===== src/logic/btl_pkg.sv =====
package btl_pkg;

  // Loader sequencing states
  typedef enum logic [9:0] {
    ST_IDLE = 10'h001,
    ST_PTR  = 10'h002,
    ST_HDR  = 10'h004,
    ST_SIZE = 10'h008,
    ST_PAGE = 10'h010,
    ST_DEST = 10'h020,
    ST_RD   = 10'h040,
    ST_WR   = 10'h080,
    ST_FOOT = 10'h100,
    ST_JUMP = 10'h200
  } btl_state_t;

  // Memory spaces on the parallel interface
  localparam logic [1:0] SP_PROG = 2'h0;
  localparam logic [1:0] SP_DATA = 2'h1;
  localparam logic [1:0] SP_IO = 2'h2;

  // Register byte offsets
  localparam logic [7:0] OFF_CTRL = 8'h00;
  localparam logic [7:0] OFF_STATUS = 8'h04;
  localparam logic [7:0] OFF_SRC_PAGE = 8'h08;
  localparam logic [7:0] OFF_WAIT = 8'h0C;
  localparam logic [7:0] OFF_BANK = 8'h10;
  localparam logic [7:0] OFF_ENTRY_HI = 8'h14;
  localparam logic [7:0] OFF_ENTRY_LO = 8'h18;
  localparam logic [7:0] OFF_BLOCKS = 8'h1C;
  localparam logic [7:0] OFF_PROT_LO = 8'h20;
  localparam logic [7:0] OFF_PROT_HI = 8'h24;
  localparam logic [7:0] OFF_FOOTER = 8'h28;

  // Control bit positions
  localparam int CTRL_START = 0;
  localparam int CTRL_STAGE2 = 1;
  localparam int CTRL_PTR_IO = 2;
  localparam int CTRL_FOOT_EN = 3;

  // Status bit positions
  localparam int STAT_BUSY = 0;
  localparam int STAT_DONE = 1;
  localparam int STAT_BAD_HDR = 2;
  localparam int STAT_PROT_HIT = 3;
  localparam int STAT_FLASH = 4;
  localparam int STAT_INTR_DIS = 5;
  localparam int STAT_OVERLAY = 6;

  // Table layout and fixed addresses
  localparam logic [15:0] TABLE_TAG = 16'h10AA;
  localparam logic [15:0] PTR_ADDR = 16'hFFFF;
  localparam logic [15:0] EXT_UPPER_BASE = 16'h8000;
  localparam logic [15:0] END_SIZE = 16'h0000;
  localparam logic [2:0] HDR_LAST = 3'h4;
  localparam int EXT_PAGES = 8;

  // Reset values
  localparam logic [15:0] WAIT_RST = 16'h7FFF;
  localparam logic [15:0] BANK_RST = 16'h0000;
  localparam logic [15:0] PROT_LO_RST = 16'h0000;
  localparam logic [15:0] PROT_HI_RST = 16'h0000;
  localparam logic [2:0] SRC_PAGE_RST = 3'h1;
  localparam logic FLASH_RST = 1'b1;

  // Timing: strobe extra cycles for the two-flop read path
  localparam logic [3:0] SYNC_LAT = 4'h2;

endpackage


===== src/logic/btl_sync.sv =====
`timescale 1ns/1ps
module btl_sync #(
  parameter int W = 16
) (
  // Clock and reset
  input wire logic clock,
  input wire logic resetn,
  // Pin side and synchronised side
  input wire logic [W-1:0] d,
  output logic [W-1:0] q
);

  logic [W-1:0] meta_reg;

  always_ff @(posedge clock or negedge resetn) begin
    if (!resetn) begin
      meta_reg <= '0;
      q <= '0;
    end else begin
      meta_reg <= d;
      q <= meta_reg;
    end
  end

endmodule


===== src/logic/btl_addr_cnt.sv =====
`timescale 1ns/1ps
module btl_addr_cnt (
  // Clock and reset
  input wire logic clock,
  input wire logic resetn,
  // Load has priority over step
  input wire logic load,
  input wire logic [15:0] load_val,
  input wire logic inc,
  output logic [15:0] addr
);

  always_ff @(posedge clock or negedge resetn) begin
    if (!resetn) begin
      addr <= 16'h0000;
    end else if (load) begin
      addr <= load_val;
    end else if (inc) begin
      addr <= addr + 16'h0001;
    end
  end

endmodule


===== src/logic/btl_loader.sv =====
// Overview of operation
// RULE1: Parallel boot reads data space, writes program
// RULE2: Every block lands in program memory
// RULE3: Table start comes from I/O or data FFFF
// RULE4: First-stage table lies within 4000h to FFFFh
// RULE5: Board with hole limits table to 8000h+
// RULE6: Eight extended program pages hold large tables
// RULE7: Extended-page tables start in upper 32K
// RULE8: Each extended-page table at most 32K words
// RULE9: Select bit: 1 flash, 0 SRAM, resets 1
// RULE10: Flash before each read, SRAM before write
// RULE11: Parse headers, copy, spare protected region
// RULE12: First word must equal 10AAh
// RULE13: Words two, three load wait and bank
// RULE14: Words four, five form 23-bit entry
// RULE15: Block is size, page, destination, data words
// RULE16: Any block count, terminator, optional footer
// RULE17: Jump to entry point after load
// RULE18: Size word zero ends the table
// RULE19: Start: interrupts off, overlay on, seven waits
// RULE20: Source and destination step one per word
// RULE21: Second stage ends with SRAM selected
`timescale 1ns/1ps
module btl_loader
  import btl_pkg::*;
(
  // Clock and reset
  input wire logic clock,
  input wire logic resetn,
  // Register port
  input wire logic [7:0] reg_addr,
  input wire logic [15:0] reg_wdata,
  input wire logic reg_wr,
  input wire logic reg_rd,
  output logic [15:0] reg_rdata,
  // Parallel memory interface
  output logic [22:0] mem_addr,
  output logic [1:0] mem_space,
  output logic mem_rd,
  output logic mem_wr,
  output logic [15:0] mem_wdata,
  output logic mem_data_oe,
  input wire logic [15:0] mem_rdata,
  output logic ext_mem_flash_select,
  // Processor handoff
  output logic intr_disable,
  output logic overlay,
  output logic jump,
  output logic [22:0] entry_addr
);

  btl_state_t state_reg;
  logic stage2_reg, ptr_io_reg, foot_en_reg;
  logic done_reg, bad_hdr_reg, prot_hit_reg;
  logic [2:0] src_page_reg, hdr_idx_reg;
  logic [15:0] wait_reg, bank_reg, entry_lo_reg, prot_lo_reg, prot_hi_reg;
  logic [15:0] footer_reg, blocks_reg, size_left_reg, data_reg;
  logic [6:0] entry_hi_reg, dst_page_reg;
  logic acc_active_reg, acc_done_reg;
  logic [3:0] acc_cnt_reg;
  logic [15:0] rd_word_reg, sync_rdata, src_ptr, dst_ptr;
  logic start, need_rd, need_wr, sel_ok, acc_go, prot_blk, skip_wr;
  logic src_load, src_inc, dst_load, dst_inc;
  logic [15:0] src_val;
  logic [1:0] acc_space;
  logic [22:0] acc_addr;
  logic [3:0] acc_ws;

  btl_sync #(.W(16)) u_rd_sync (
    .clock(clock),
    .resetn(resetn),
    .d(mem_rdata),
    .q(sync_rdata)
  );

  btl_addr_cnt u_src (
    .clock(clock),
    .resetn(resetn),
    .load(src_load),
    .load_val(src_val),
    .inc(src_inc),
    .addr(src_ptr)
  );

  btl_addr_cnt u_dst (
    .clock(clock),
    .resetn(resetn),
    .load(dst_load),
    .load_val(rd_word_reg),
    .inc(dst_inc),
    .addr(dst_ptr)
  );

  // Wait field per space and address half
  function automatic logic [2:0] ws_of(input logic [1:0] sp, input logic hi,
                                       input logic [15:0] w);
    logic [2:0] r;
    r = w[14:12];
    if (sp == SP_PROG) begin
      r = hi ? w[5:3] : w[2:0];
    end else if (sp == SP_DATA) begin
      r = hi ? w[11:9] : w[8:6];
    end
    return r;
  endfunction

  assign start = reg_wr && (reg_addr == OFF_CTRL) && reg_wdata[CTRL_START]
                 && (state_reg == ST_IDLE);
  assign prot_blk = (dst_page_reg == 7'h00) && (dst_ptr >= prot_lo_reg)
                    && (dst_ptr <= prot_hi_reg);
  assign skip_wr = (state_reg == ST_WR) && prot_blk; // see RULE11

  always_comb begin
    need_rd = 1'b0;
    case (state_reg)
      ST_PTR, ST_HDR, ST_SIZE, ST_PAGE, ST_DEST, ST_RD, ST_FOOT: need_rd = 1'b1;
      default: need_rd = 1'b0;
    endcase
    need_wr = (state_reg == ST_WR) && !prot_blk;
    // Extended pages are program space; first stage reads data space
    if (state_reg == ST_PTR) begin
      acc_space = ptr_io_reg ? SP_IO : SP_DATA; // see RULE3
      acc_addr = {7'h00, PTR_ADDR};
    end else if (need_wr) begin
      acc_space = SP_PROG; // see RULE2
      acc_addr = {dst_page_reg, dst_ptr};
    end else begin
      acc_space = stage2_reg ? SP_PROG : SP_DATA; // see RULE1
      acc_addr = {stage2_reg ? {4'h0, src_page_reg} : 7'h00, src_ptr}; // see RULE6
    end
    // Flash for reads, SRAM for writes, one cycle ahead
    sel_ok = !stage2_reg || (need_wr ? !ext_mem_flash_select
                                     : ext_mem_flash_select); // see RULE10
    acc_go = (need_rd || need_wr) && !acc_active_reg && !acc_done_reg && sel_ok;
    acc_ws = {1'b0, ws_of(acc_space, acc_addr[15], wait_reg)};
  end

  // Access engine: strobe spans the wait states plus the sync latency
  always_ff @(posedge clock or negedge resetn) begin
    if (!resetn) begin
      acc_active_reg <= 1'b0;
      acc_done_reg <= 1'b0;
      acc_cnt_reg <= 4'h0;
      mem_addr <= 23'h000000;
      mem_space <= SP_DATA;
      mem_rd <= 1'b0;
      mem_wr <= 1'b0;
      mem_wdata <= 16'h0000;
      mem_data_oe <= 1'b0;
      rd_word_reg <= 16'h0000;
    end else begin
      acc_done_reg <= 1'b0;
      if (acc_go) begin
        acc_active_reg <= 1'b1;
        acc_cnt_reg <= acc_ws + SYNC_LAT; // see RULE19
        mem_addr <= acc_addr;
        mem_space <= acc_space;
        mem_rd <= need_rd;
        mem_wr <= need_wr;
        mem_wdata <= data_reg;
        mem_data_oe <= need_wr;
      end else if (acc_active_reg) begin
        if (acc_cnt_reg == 4'h0) begin
          acc_active_reg <= 1'b0;
          acc_done_reg <= 1'b1;
          rd_word_reg <= sync_rdata;
          mem_rd <= 1'b0;
          mem_wr <= 1'b0;
          mem_data_oe <= 1'b0;
        end else begin
          acc_cnt_reg <= acc_cnt_reg - 4'h1;
        end
      end
    end
  end

  // Pointers: the first-stage pointer is trusted to sit in external data space
  always_comb begin
    src_load = 1'b0;
    src_val = EXT_UPPER_BASE;
    if (start && reg_wdata[CTRL_STAGE2]) begin
      src_load = 1'b1; // see RULE7
    end else if (state_reg == ST_PTR && acc_done_reg) begin
      src_load = 1'b1; // see RULE4
      src_val = rd_word_reg;
    end
    // One step per consumed table word; the table must fit its page half
    src_inc = acc_done_reg && (state_reg != ST_PTR) && (state_reg != ST_WR); // see RULE8
    // Destination word is still in the capture register when its access ends
    dst_load = (state_reg == ST_DEST) && acc_done_reg;
    dst_inc = (state_reg == ST_WR) && (acc_done_reg || skip_wr); // see RULE20
  end

  // Table walk
  always_ff @(posedge clock or negedge resetn) begin
    if (!resetn) begin
      state_reg <= ST_IDLE;
      hdr_idx_reg <= 3'h0;
      size_left_reg <= 16'h0000;
      dst_page_reg <= 7'h00;
      data_reg <= 16'h0000;
      blocks_reg <= 16'h0000;
      done_reg <= 1'b0;
      bad_hdr_reg <= 1'b0;
      prot_hit_reg <= 1'b0;
      jump <= 1'b0;
      entry_addr <= 23'h000000;
    end else begin
      jump <= 1'b0;
      case (state_reg)
        ST_IDLE: begin
          if (start) begin
            done_reg <= 1'b0;
            bad_hdr_reg <= 1'b0;
            prot_hit_reg <= 1'b0;
            blocks_reg <= 16'h0000;
            hdr_idx_reg <= 3'h0;
            state_reg <= reg_wdata[CTRL_STAGE2] ? ST_HDR : ST_PTR;
          end
        end
        ST_PTR: begin
          if (acc_done_reg) begin
            state_reg <= ST_HDR;
          end
        end
        ST_HDR: begin
          if (acc_done_reg) begin
            hdr_idx_reg <= hdr_idx_reg + 3'h1;
            if (hdr_idx_reg == 3'h0 && rd_word_reg != TABLE_TAG) begin
              bad_hdr_reg <= 1'b1; // see RULE12
              state_reg <= ST_IDLE;
            end else if (hdr_idx_reg == HDR_LAST) begin
              state_reg <= ST_SIZE;
            end
          end
        end
        ST_SIZE: begin
          if (acc_done_reg) begin
            if (rd_word_reg == END_SIZE) begin
              state_reg <= foot_en_reg ? ST_FOOT : ST_JUMP; // see RULE18 RULE16
            end else begin
              size_left_reg <= rd_word_reg; // see RULE15
              blocks_reg <= blocks_reg + 16'h0001;
              state_reg <= ST_PAGE;
            end
          end
        end
        ST_PAGE: begin
          if (acc_done_reg) begin
            dst_page_reg <= rd_word_reg[6:0]; // see RULE15
            state_reg <= ST_DEST;
          end
        end
        ST_DEST: begin
          if (acc_done_reg) begin
            state_reg <= ST_RD;
          end
        end
        ST_RD: begin
          if (acc_done_reg) begin
            data_reg <= rd_word_reg;
            state_reg <= ST_WR;
          end
        end
        ST_WR: begin
          if (acc_done_reg || skip_wr) begin
            if (skip_wr) begin
              prot_hit_reg <= 1'b1; // see RULE11
            end
            size_left_reg <= size_left_reg - 16'h0001;
            state_reg <= (size_left_reg == 16'h0001) ? ST_SIZE : ST_RD;
          end
        end
        ST_FOOT: begin
          if (acc_done_reg) begin
            state_reg <= ST_JUMP;
          end
        end
        ST_JUMP: begin
          if (!stage2_reg || !ext_mem_flash_select) begin
            jump <= 1'b1; // see RULE17
            entry_addr <= {entry_hi_reg, entry_lo_reg}; // see RULE14
            done_reg <= 1'b1;
            state_reg <= ST_IDLE;
          end
        end
        default: state_reg <= ST_IDLE;
      endcase
    end
  end

  // External memory select
  always_ff @(posedge clock or negedge resetn) begin
    if (!resetn) begin
      ext_mem_flash_select <= FLASH_RST; // see RULE9
    end else if (stage2_reg && need_rd && !acc_active_reg && !acc_done_reg) begin
      ext_mem_flash_select <= 1'b1; // see RULE10
    end else if (stage2_reg && need_wr && !acc_active_reg && !acc_done_reg) begin
      ext_mem_flash_select <= 1'b0; // see RULE10
    end else if (stage2_reg && state_reg == ST_JUMP) begin
      ext_mem_flash_select <= 1'b0; // see RULE21
    end
  end

  // Software and table-loaded registers
  always_ff @(posedge clock or negedge resetn) begin
    if (!resetn) begin
      stage2_reg <= 1'b0;
      ptr_io_reg <= 1'b0;
      foot_en_reg <= 1'b0;
      src_page_reg <= SRC_PAGE_RST;
      wait_reg <= WAIT_RST;
      bank_reg <= BANK_RST;
      entry_hi_reg <= 7'h00;
      entry_lo_reg <= 16'h0000;
      prot_lo_reg <= PROT_LO_RST;
      prot_hi_reg <= PROT_HI_RST;
      footer_reg <= 16'h0000;
      intr_disable <= 1'b0;
      overlay <= 1'b0;
    end else if (start) begin
      stage2_reg <= reg_wdata[CTRL_STAGE2];
      ptr_io_reg <= reg_wdata[CTRL_PTR_IO];
      foot_en_reg <= reg_wdata[CTRL_FOOT_EN];
      wait_reg <= WAIT_RST; // see RULE19
      intr_disable <= 1'b1; // see RULE19
      overlay <= 1'b1; // see RULE19
    end else if (state_reg == ST_HDR && acc_done_reg) begin
      case (hdr_idx_reg)
        3'h1: wait_reg <= rd_word_reg; // see RULE13
        3'h2: bank_reg <= rd_word_reg; // see RULE13
        3'h3: entry_hi_reg <= rd_word_reg[6:0]; // see RULE14
        3'h4: entry_lo_reg <= rd_word_reg; // see RULE14
        default: ;
      endcase
    end else if (state_reg == ST_FOOT && acc_done_reg) begin
      footer_reg <= rd_word_reg; // see RULE16
    end else if (reg_wr && state_reg == ST_IDLE) begin
      case (reg_addr)
        OFF_SRC_PAGE: src_page_reg <= reg_wdata[2:0];
        OFF_WAIT: wait_reg <= reg_wdata;
        OFF_BANK: bank_reg <= reg_wdata;
        OFF_PROT_LO: prot_lo_reg <= reg_wdata;
        OFF_PROT_HI: prot_hi_reg <= reg_wdata;
        default: ;
      endcase
    end
  end

  // Read port, unmapped reads as zero
  always_ff @(posedge clock or negedge resetn) begin
    if (!resetn) begin
      reg_rdata <= 16'h0000;
    end else if (reg_rd) begin
      case (reg_addr)
        OFF_CTRL: reg_rdata <= {12'h000, foot_en_reg, ptr_io_reg, stage2_reg, 1'b0};
        OFF_STATUS: reg_rdata <= {9'h000, overlay, intr_disable, ext_mem_flash_select,
                                  prot_hit_reg, bad_hdr_reg, done_reg,
                                  state_reg != ST_IDLE};
        OFF_SRC_PAGE: reg_rdata <= {13'h0000, src_page_reg};
        OFF_WAIT: reg_rdata <= wait_reg;
        OFF_BANK: reg_rdata <= bank_reg;
        OFF_ENTRY_HI: reg_rdata <= {9'h000, entry_hi_reg};
        OFF_ENTRY_LO: reg_rdata <= entry_lo_reg;
        OFF_BLOCKS: reg_rdata <= blocks_reg;
        OFF_PROT_LO: reg_rdata <= prot_lo_reg;
        OFF_PROT_HI: reg_rdata <= prot_hi_reg;
        OFF_FOOTER: reg_rdata <= footer_reg;
        default: reg_rdata <= 16'h0000;
      endcase
    end
  end
endmodule


===== config.mk =====
export PLATFORM = sky130hd
export DESIGN_NAME = btl_loader
export DESIGN_NICKNAME = d
export VERILOG_FILES = /design/src/logic/btl_pkg.sv /design/src/logic/btl_sync.sv /design/src/logic/btl_addr_cnt.sv /design/src/logic/btl_loader.sv
export SDC_FILE = /design/constraint.sdc
export NUM_CORES = 1
export LEC_CHECK = 0
export BUFFER_PORTS_ARGS = -buffer_cell sky130_fd_sc_hd__buf_4
export CAP_MARGIN = 20
export CELL_PAD_IN_SITES_DETAIL_PLACEMENT = 2
export CELL_PAD_IN_SITES_GLOBAL_PLACEMENT = 2
export CORE_MARGIN = 4
export CORE_UTILIZATION = 25
export CTS_CLUSTER_SIZE = 28
export DETAILED_ROUTE_END_ITERATION = 6
export PLACE_DENSITY_LB_ADDON = 0.1
export SYNTH_ARGS = -nofsm -noshare
export SYNTH_HDL_FRONTEND = slang
export SYNTH_SLANG_ARGS = --single-unit

===== constraint.sdc =====
create_clock -name clock -period 5.1 [get_ports clock]
set_clock_uncertainty 0.05 [all_clocks]
set_input_delay 0.255 -clock clock [delete_from_list [all_inputs] [get_ports clock]]
set_output_delay 0.255 -clock clock [all_outputs]
set_load 0.01 [all_outputs]

==> run_results.csv <==
group,metric,value,unit
logic_synthesis,synth.avg_cell_area,10.6,µm²
run,cap_violations,0,
floorplan,fp.dieW,269,µm
sta,setup_viol,0,
placement,dp_hpwl,49.3,mm
detailed_routing,firstDrtPassIters,5,
hold_path,hp-class,"input port to flop",
cells_and_area,nFillCells,7276,
detailed_routing,drt_iter0_drc,774,
cts,clockRootBuffer,"clkbuf_16",
cts,worstSkewPairLatency,0.58,ns
power,p_leak,0.00949,µW
sta,worst_pin_slew,1.15,ns
setup_path,endpoint_kind,"flop",
detailed_routing,wl_met1,31.3,mm
logic_synthesis,synth_top_cell_by_area,"dfrtp_1",
cts,cts_tree,"built",
global_route,grt_pass1_wl,105,mm
cts,htreeDepth,2,
cts,path_clk_slew,0.06,ns
cells_and_area,multi_input_area,7570,µm²
global_route,first_global_vias,15300,
detailed_routing,wl_met2,34.8,mm
floorplan,dieHeight,269,µm
logic_synthesis,synthArstFlopShare,100,%
detailed_routing,drc,0,
setup_path,path_class,"flop to flop",
placement,place_area,19100,µm²
floorplan,io_pins,131,
sta,slew_violations,0,
detailed_routing,wirelength,70.1,mm
logic_synthesis,syn-cell-area,17000,µm²
logic_synthesis,syn_nets,1700,
detailed_routing,wire_per_inst,26.1,µm
global_route,grt_max_degree,117,
logic_synthesis,ys_types,83,
logic_synthesis,synth_flop_cell,"dfrtp_1",
cts,cts-resized-gates,0,
global_route,grt-ovfl-total,0,
power,irDropWorstVdd,0.215,mV
cts,cts_buffer_depth,3,
placement,routabilityCongestion,0.783,
sta,relSlewSlack,23.0,%
cells_and_area,regArea,8810,µm²
global_route,gr-usage-all-layers,19.5,%
run_status,status,"finished clean",
floorplan,coreArea,67300,µm²
sta,final.period_utilization,81.1,%
placement,port_buffers,130,
logic_synthesis,synth_edf_count,0,
cells_and_area,final_common_cell,"dfrtp_1",
cells_and_area,most-common-layout-cells,"332 x dfrtp_1, 167 x buf_4, 145 x nand2_1",
detailed_routing,route.met3.wl,2.29,mm
logic_synthesis,ys_seq_elements,351,
cts,cts_buffers,45,
cells_and_area,final_area,21000,µm²
setup_path,required,5.49,ns
cells_and_area,syn_to_final_growth,23.3,%
floorplan,start_util,25.3,%
setup_path,startpoint_type,"flop",
global_route,antenna_found_initial,1,
logic_synthesis,syn_inst,1612,
sta,rsz0062_at_grt,"false",
cells_and_area,reg.largest.list,"entry_addr: 23 flops, mem_addr: 23 flops",
logic_synthesis,ys_warn_count,0,
floorplan,num_rows,95,
detailed_routing,vias_per_cell,5.15,
detailed_routing,ant_nets,0,
cells_and_area,nets,1858,
floorplan,dieArea,72300,µm²
sta,hold_viol,0,
setup_path,cp_max_fo,17,
logic_synthesis,yosysTopAreaCellShare,48.8,%
detailed_routing,num_vias,13800,
cts,clock-sinks,351,
logic_synthesis,yosysSeqAreaShare,51.8,%
setup_path,worst_ep_arrival_time,4.53,ns
power,powerDensity,427,nW/µm²
sta,max_freq,242,MHz
logic_synthesis,synth_area_leaders,"dfrtp_1 49%, mux2_2 8.6%, ha_1 3.2%",
detailed_routing,top_layer_used,"met4",
cells_and_area,drive_gt1_share,24.1,%
sta,fin_tns_setup,0,ns
sta,fin_crit,4.14,ns
-- cell usage after synthesis, types with 31 or more instances --
cell / count
inv_1: 76
a21oi_1: 79
a22oi_1: 39
mux2_2: 130
o21ai_0: 69
nor3_1: 31
nand2_1: 145
ha_1: 44
clkbuf_1: 67
dfrtp_1: 332
nor2_1: 140
nand3_1: 41
-- critical path, cell delays in order, from the launching register on --
cell and delay [ns]:
dfrtp_1 0.42, inv_1 0.13, ha_1 0.24, nand2b_1 0.14
a2111oi_0 0.52, o41ai_2 0.17, o31a_1 0.31, a31oi_2 0.79
o211a_1 0.38, mux2i_1 0.28, a32oi_1 0.11, ha_1 0.31
nor2_1 0.10, a21oi_1 0.05
-- worst paths after layout --
path | from | end | slack, ns | cells past startpoint
max in group asynchronous | resetn | u_src.addr[0] | 3.46 | 3
setup reg to reg | u_dst.addr[0] | acc_cnt_reg[2] | 0.96 | 13
min in group asynchronous | resetn | jump | 0.26 | 2
hold / removal | reg_rd | reg_rdata[6] | 0.04 | 2
hold reg to reg | u_rd_sync.meta_reg[10] | u_rd_sync.q[10] | 0.30 | 0
setup / recovery | u_dst.addr[0] | acc_cnt_reg[2] | 0.96 | 13
-- through the flow --
step	cells	hold WS [ns]	setup WS, ns	utilization (%)	power [µW]
floorplan	1612	-0.0906	1.82	-	4430
global placement	2563	0.283	0.971	28.3	5570
detailed placement	2563	0.288	0.915	28.3	5620
CTS	2679	0.0000237	0.899	31.2	9130
global route	2679	0.0183	0.551	31.2	9440
finish	2681	0.0394	0.962	31.2	8960
-- final cells by class --
cell class | count | area share [%]
clock buffers | 63 | 6.32
inverters | 76 | 1.36
repair buffers | 203 | 7.81
well taps | 873 | 5.21
multi-input cells | 1093 | 36.1
flip-flops and latches | 351 | 42.0
clock inverters | 20 | 1.20
diodes | 2 | 0.0239
-- logic make-up after synthesis --
logic type	synth area share, %
simple gates	14.2
compound gates	14.6
flops	51.8
buf+inv	3.96
mux	11.1
fa+ha+maj	3.24
xor+xnor	1.08
-- power breakdown --
group	switching, µW	internal, µW
registers	563	3130
clock network	1340	2070
logic	1180	675
total	3080	5880
-- per-layer routing --
| layer | track usage [%] | vias to the layer above |
|---|---|---|
| met1 | 25.5 | 7362 |
| met3 | 2.85 | 78 |
| met5 | 0 | - |
| met2 | 34.0 | 192 |
| li1 | - | 6177 |
| met4 | 5.13 | 0 |
-- repair_timing --
item,in CTS,in global routing
buffers inserted,0,0
hold endpoints to repair,145,0
endpoints found under the setup margin,0,0
hold buffers,33,0
(Power assumes the default switching activity.)
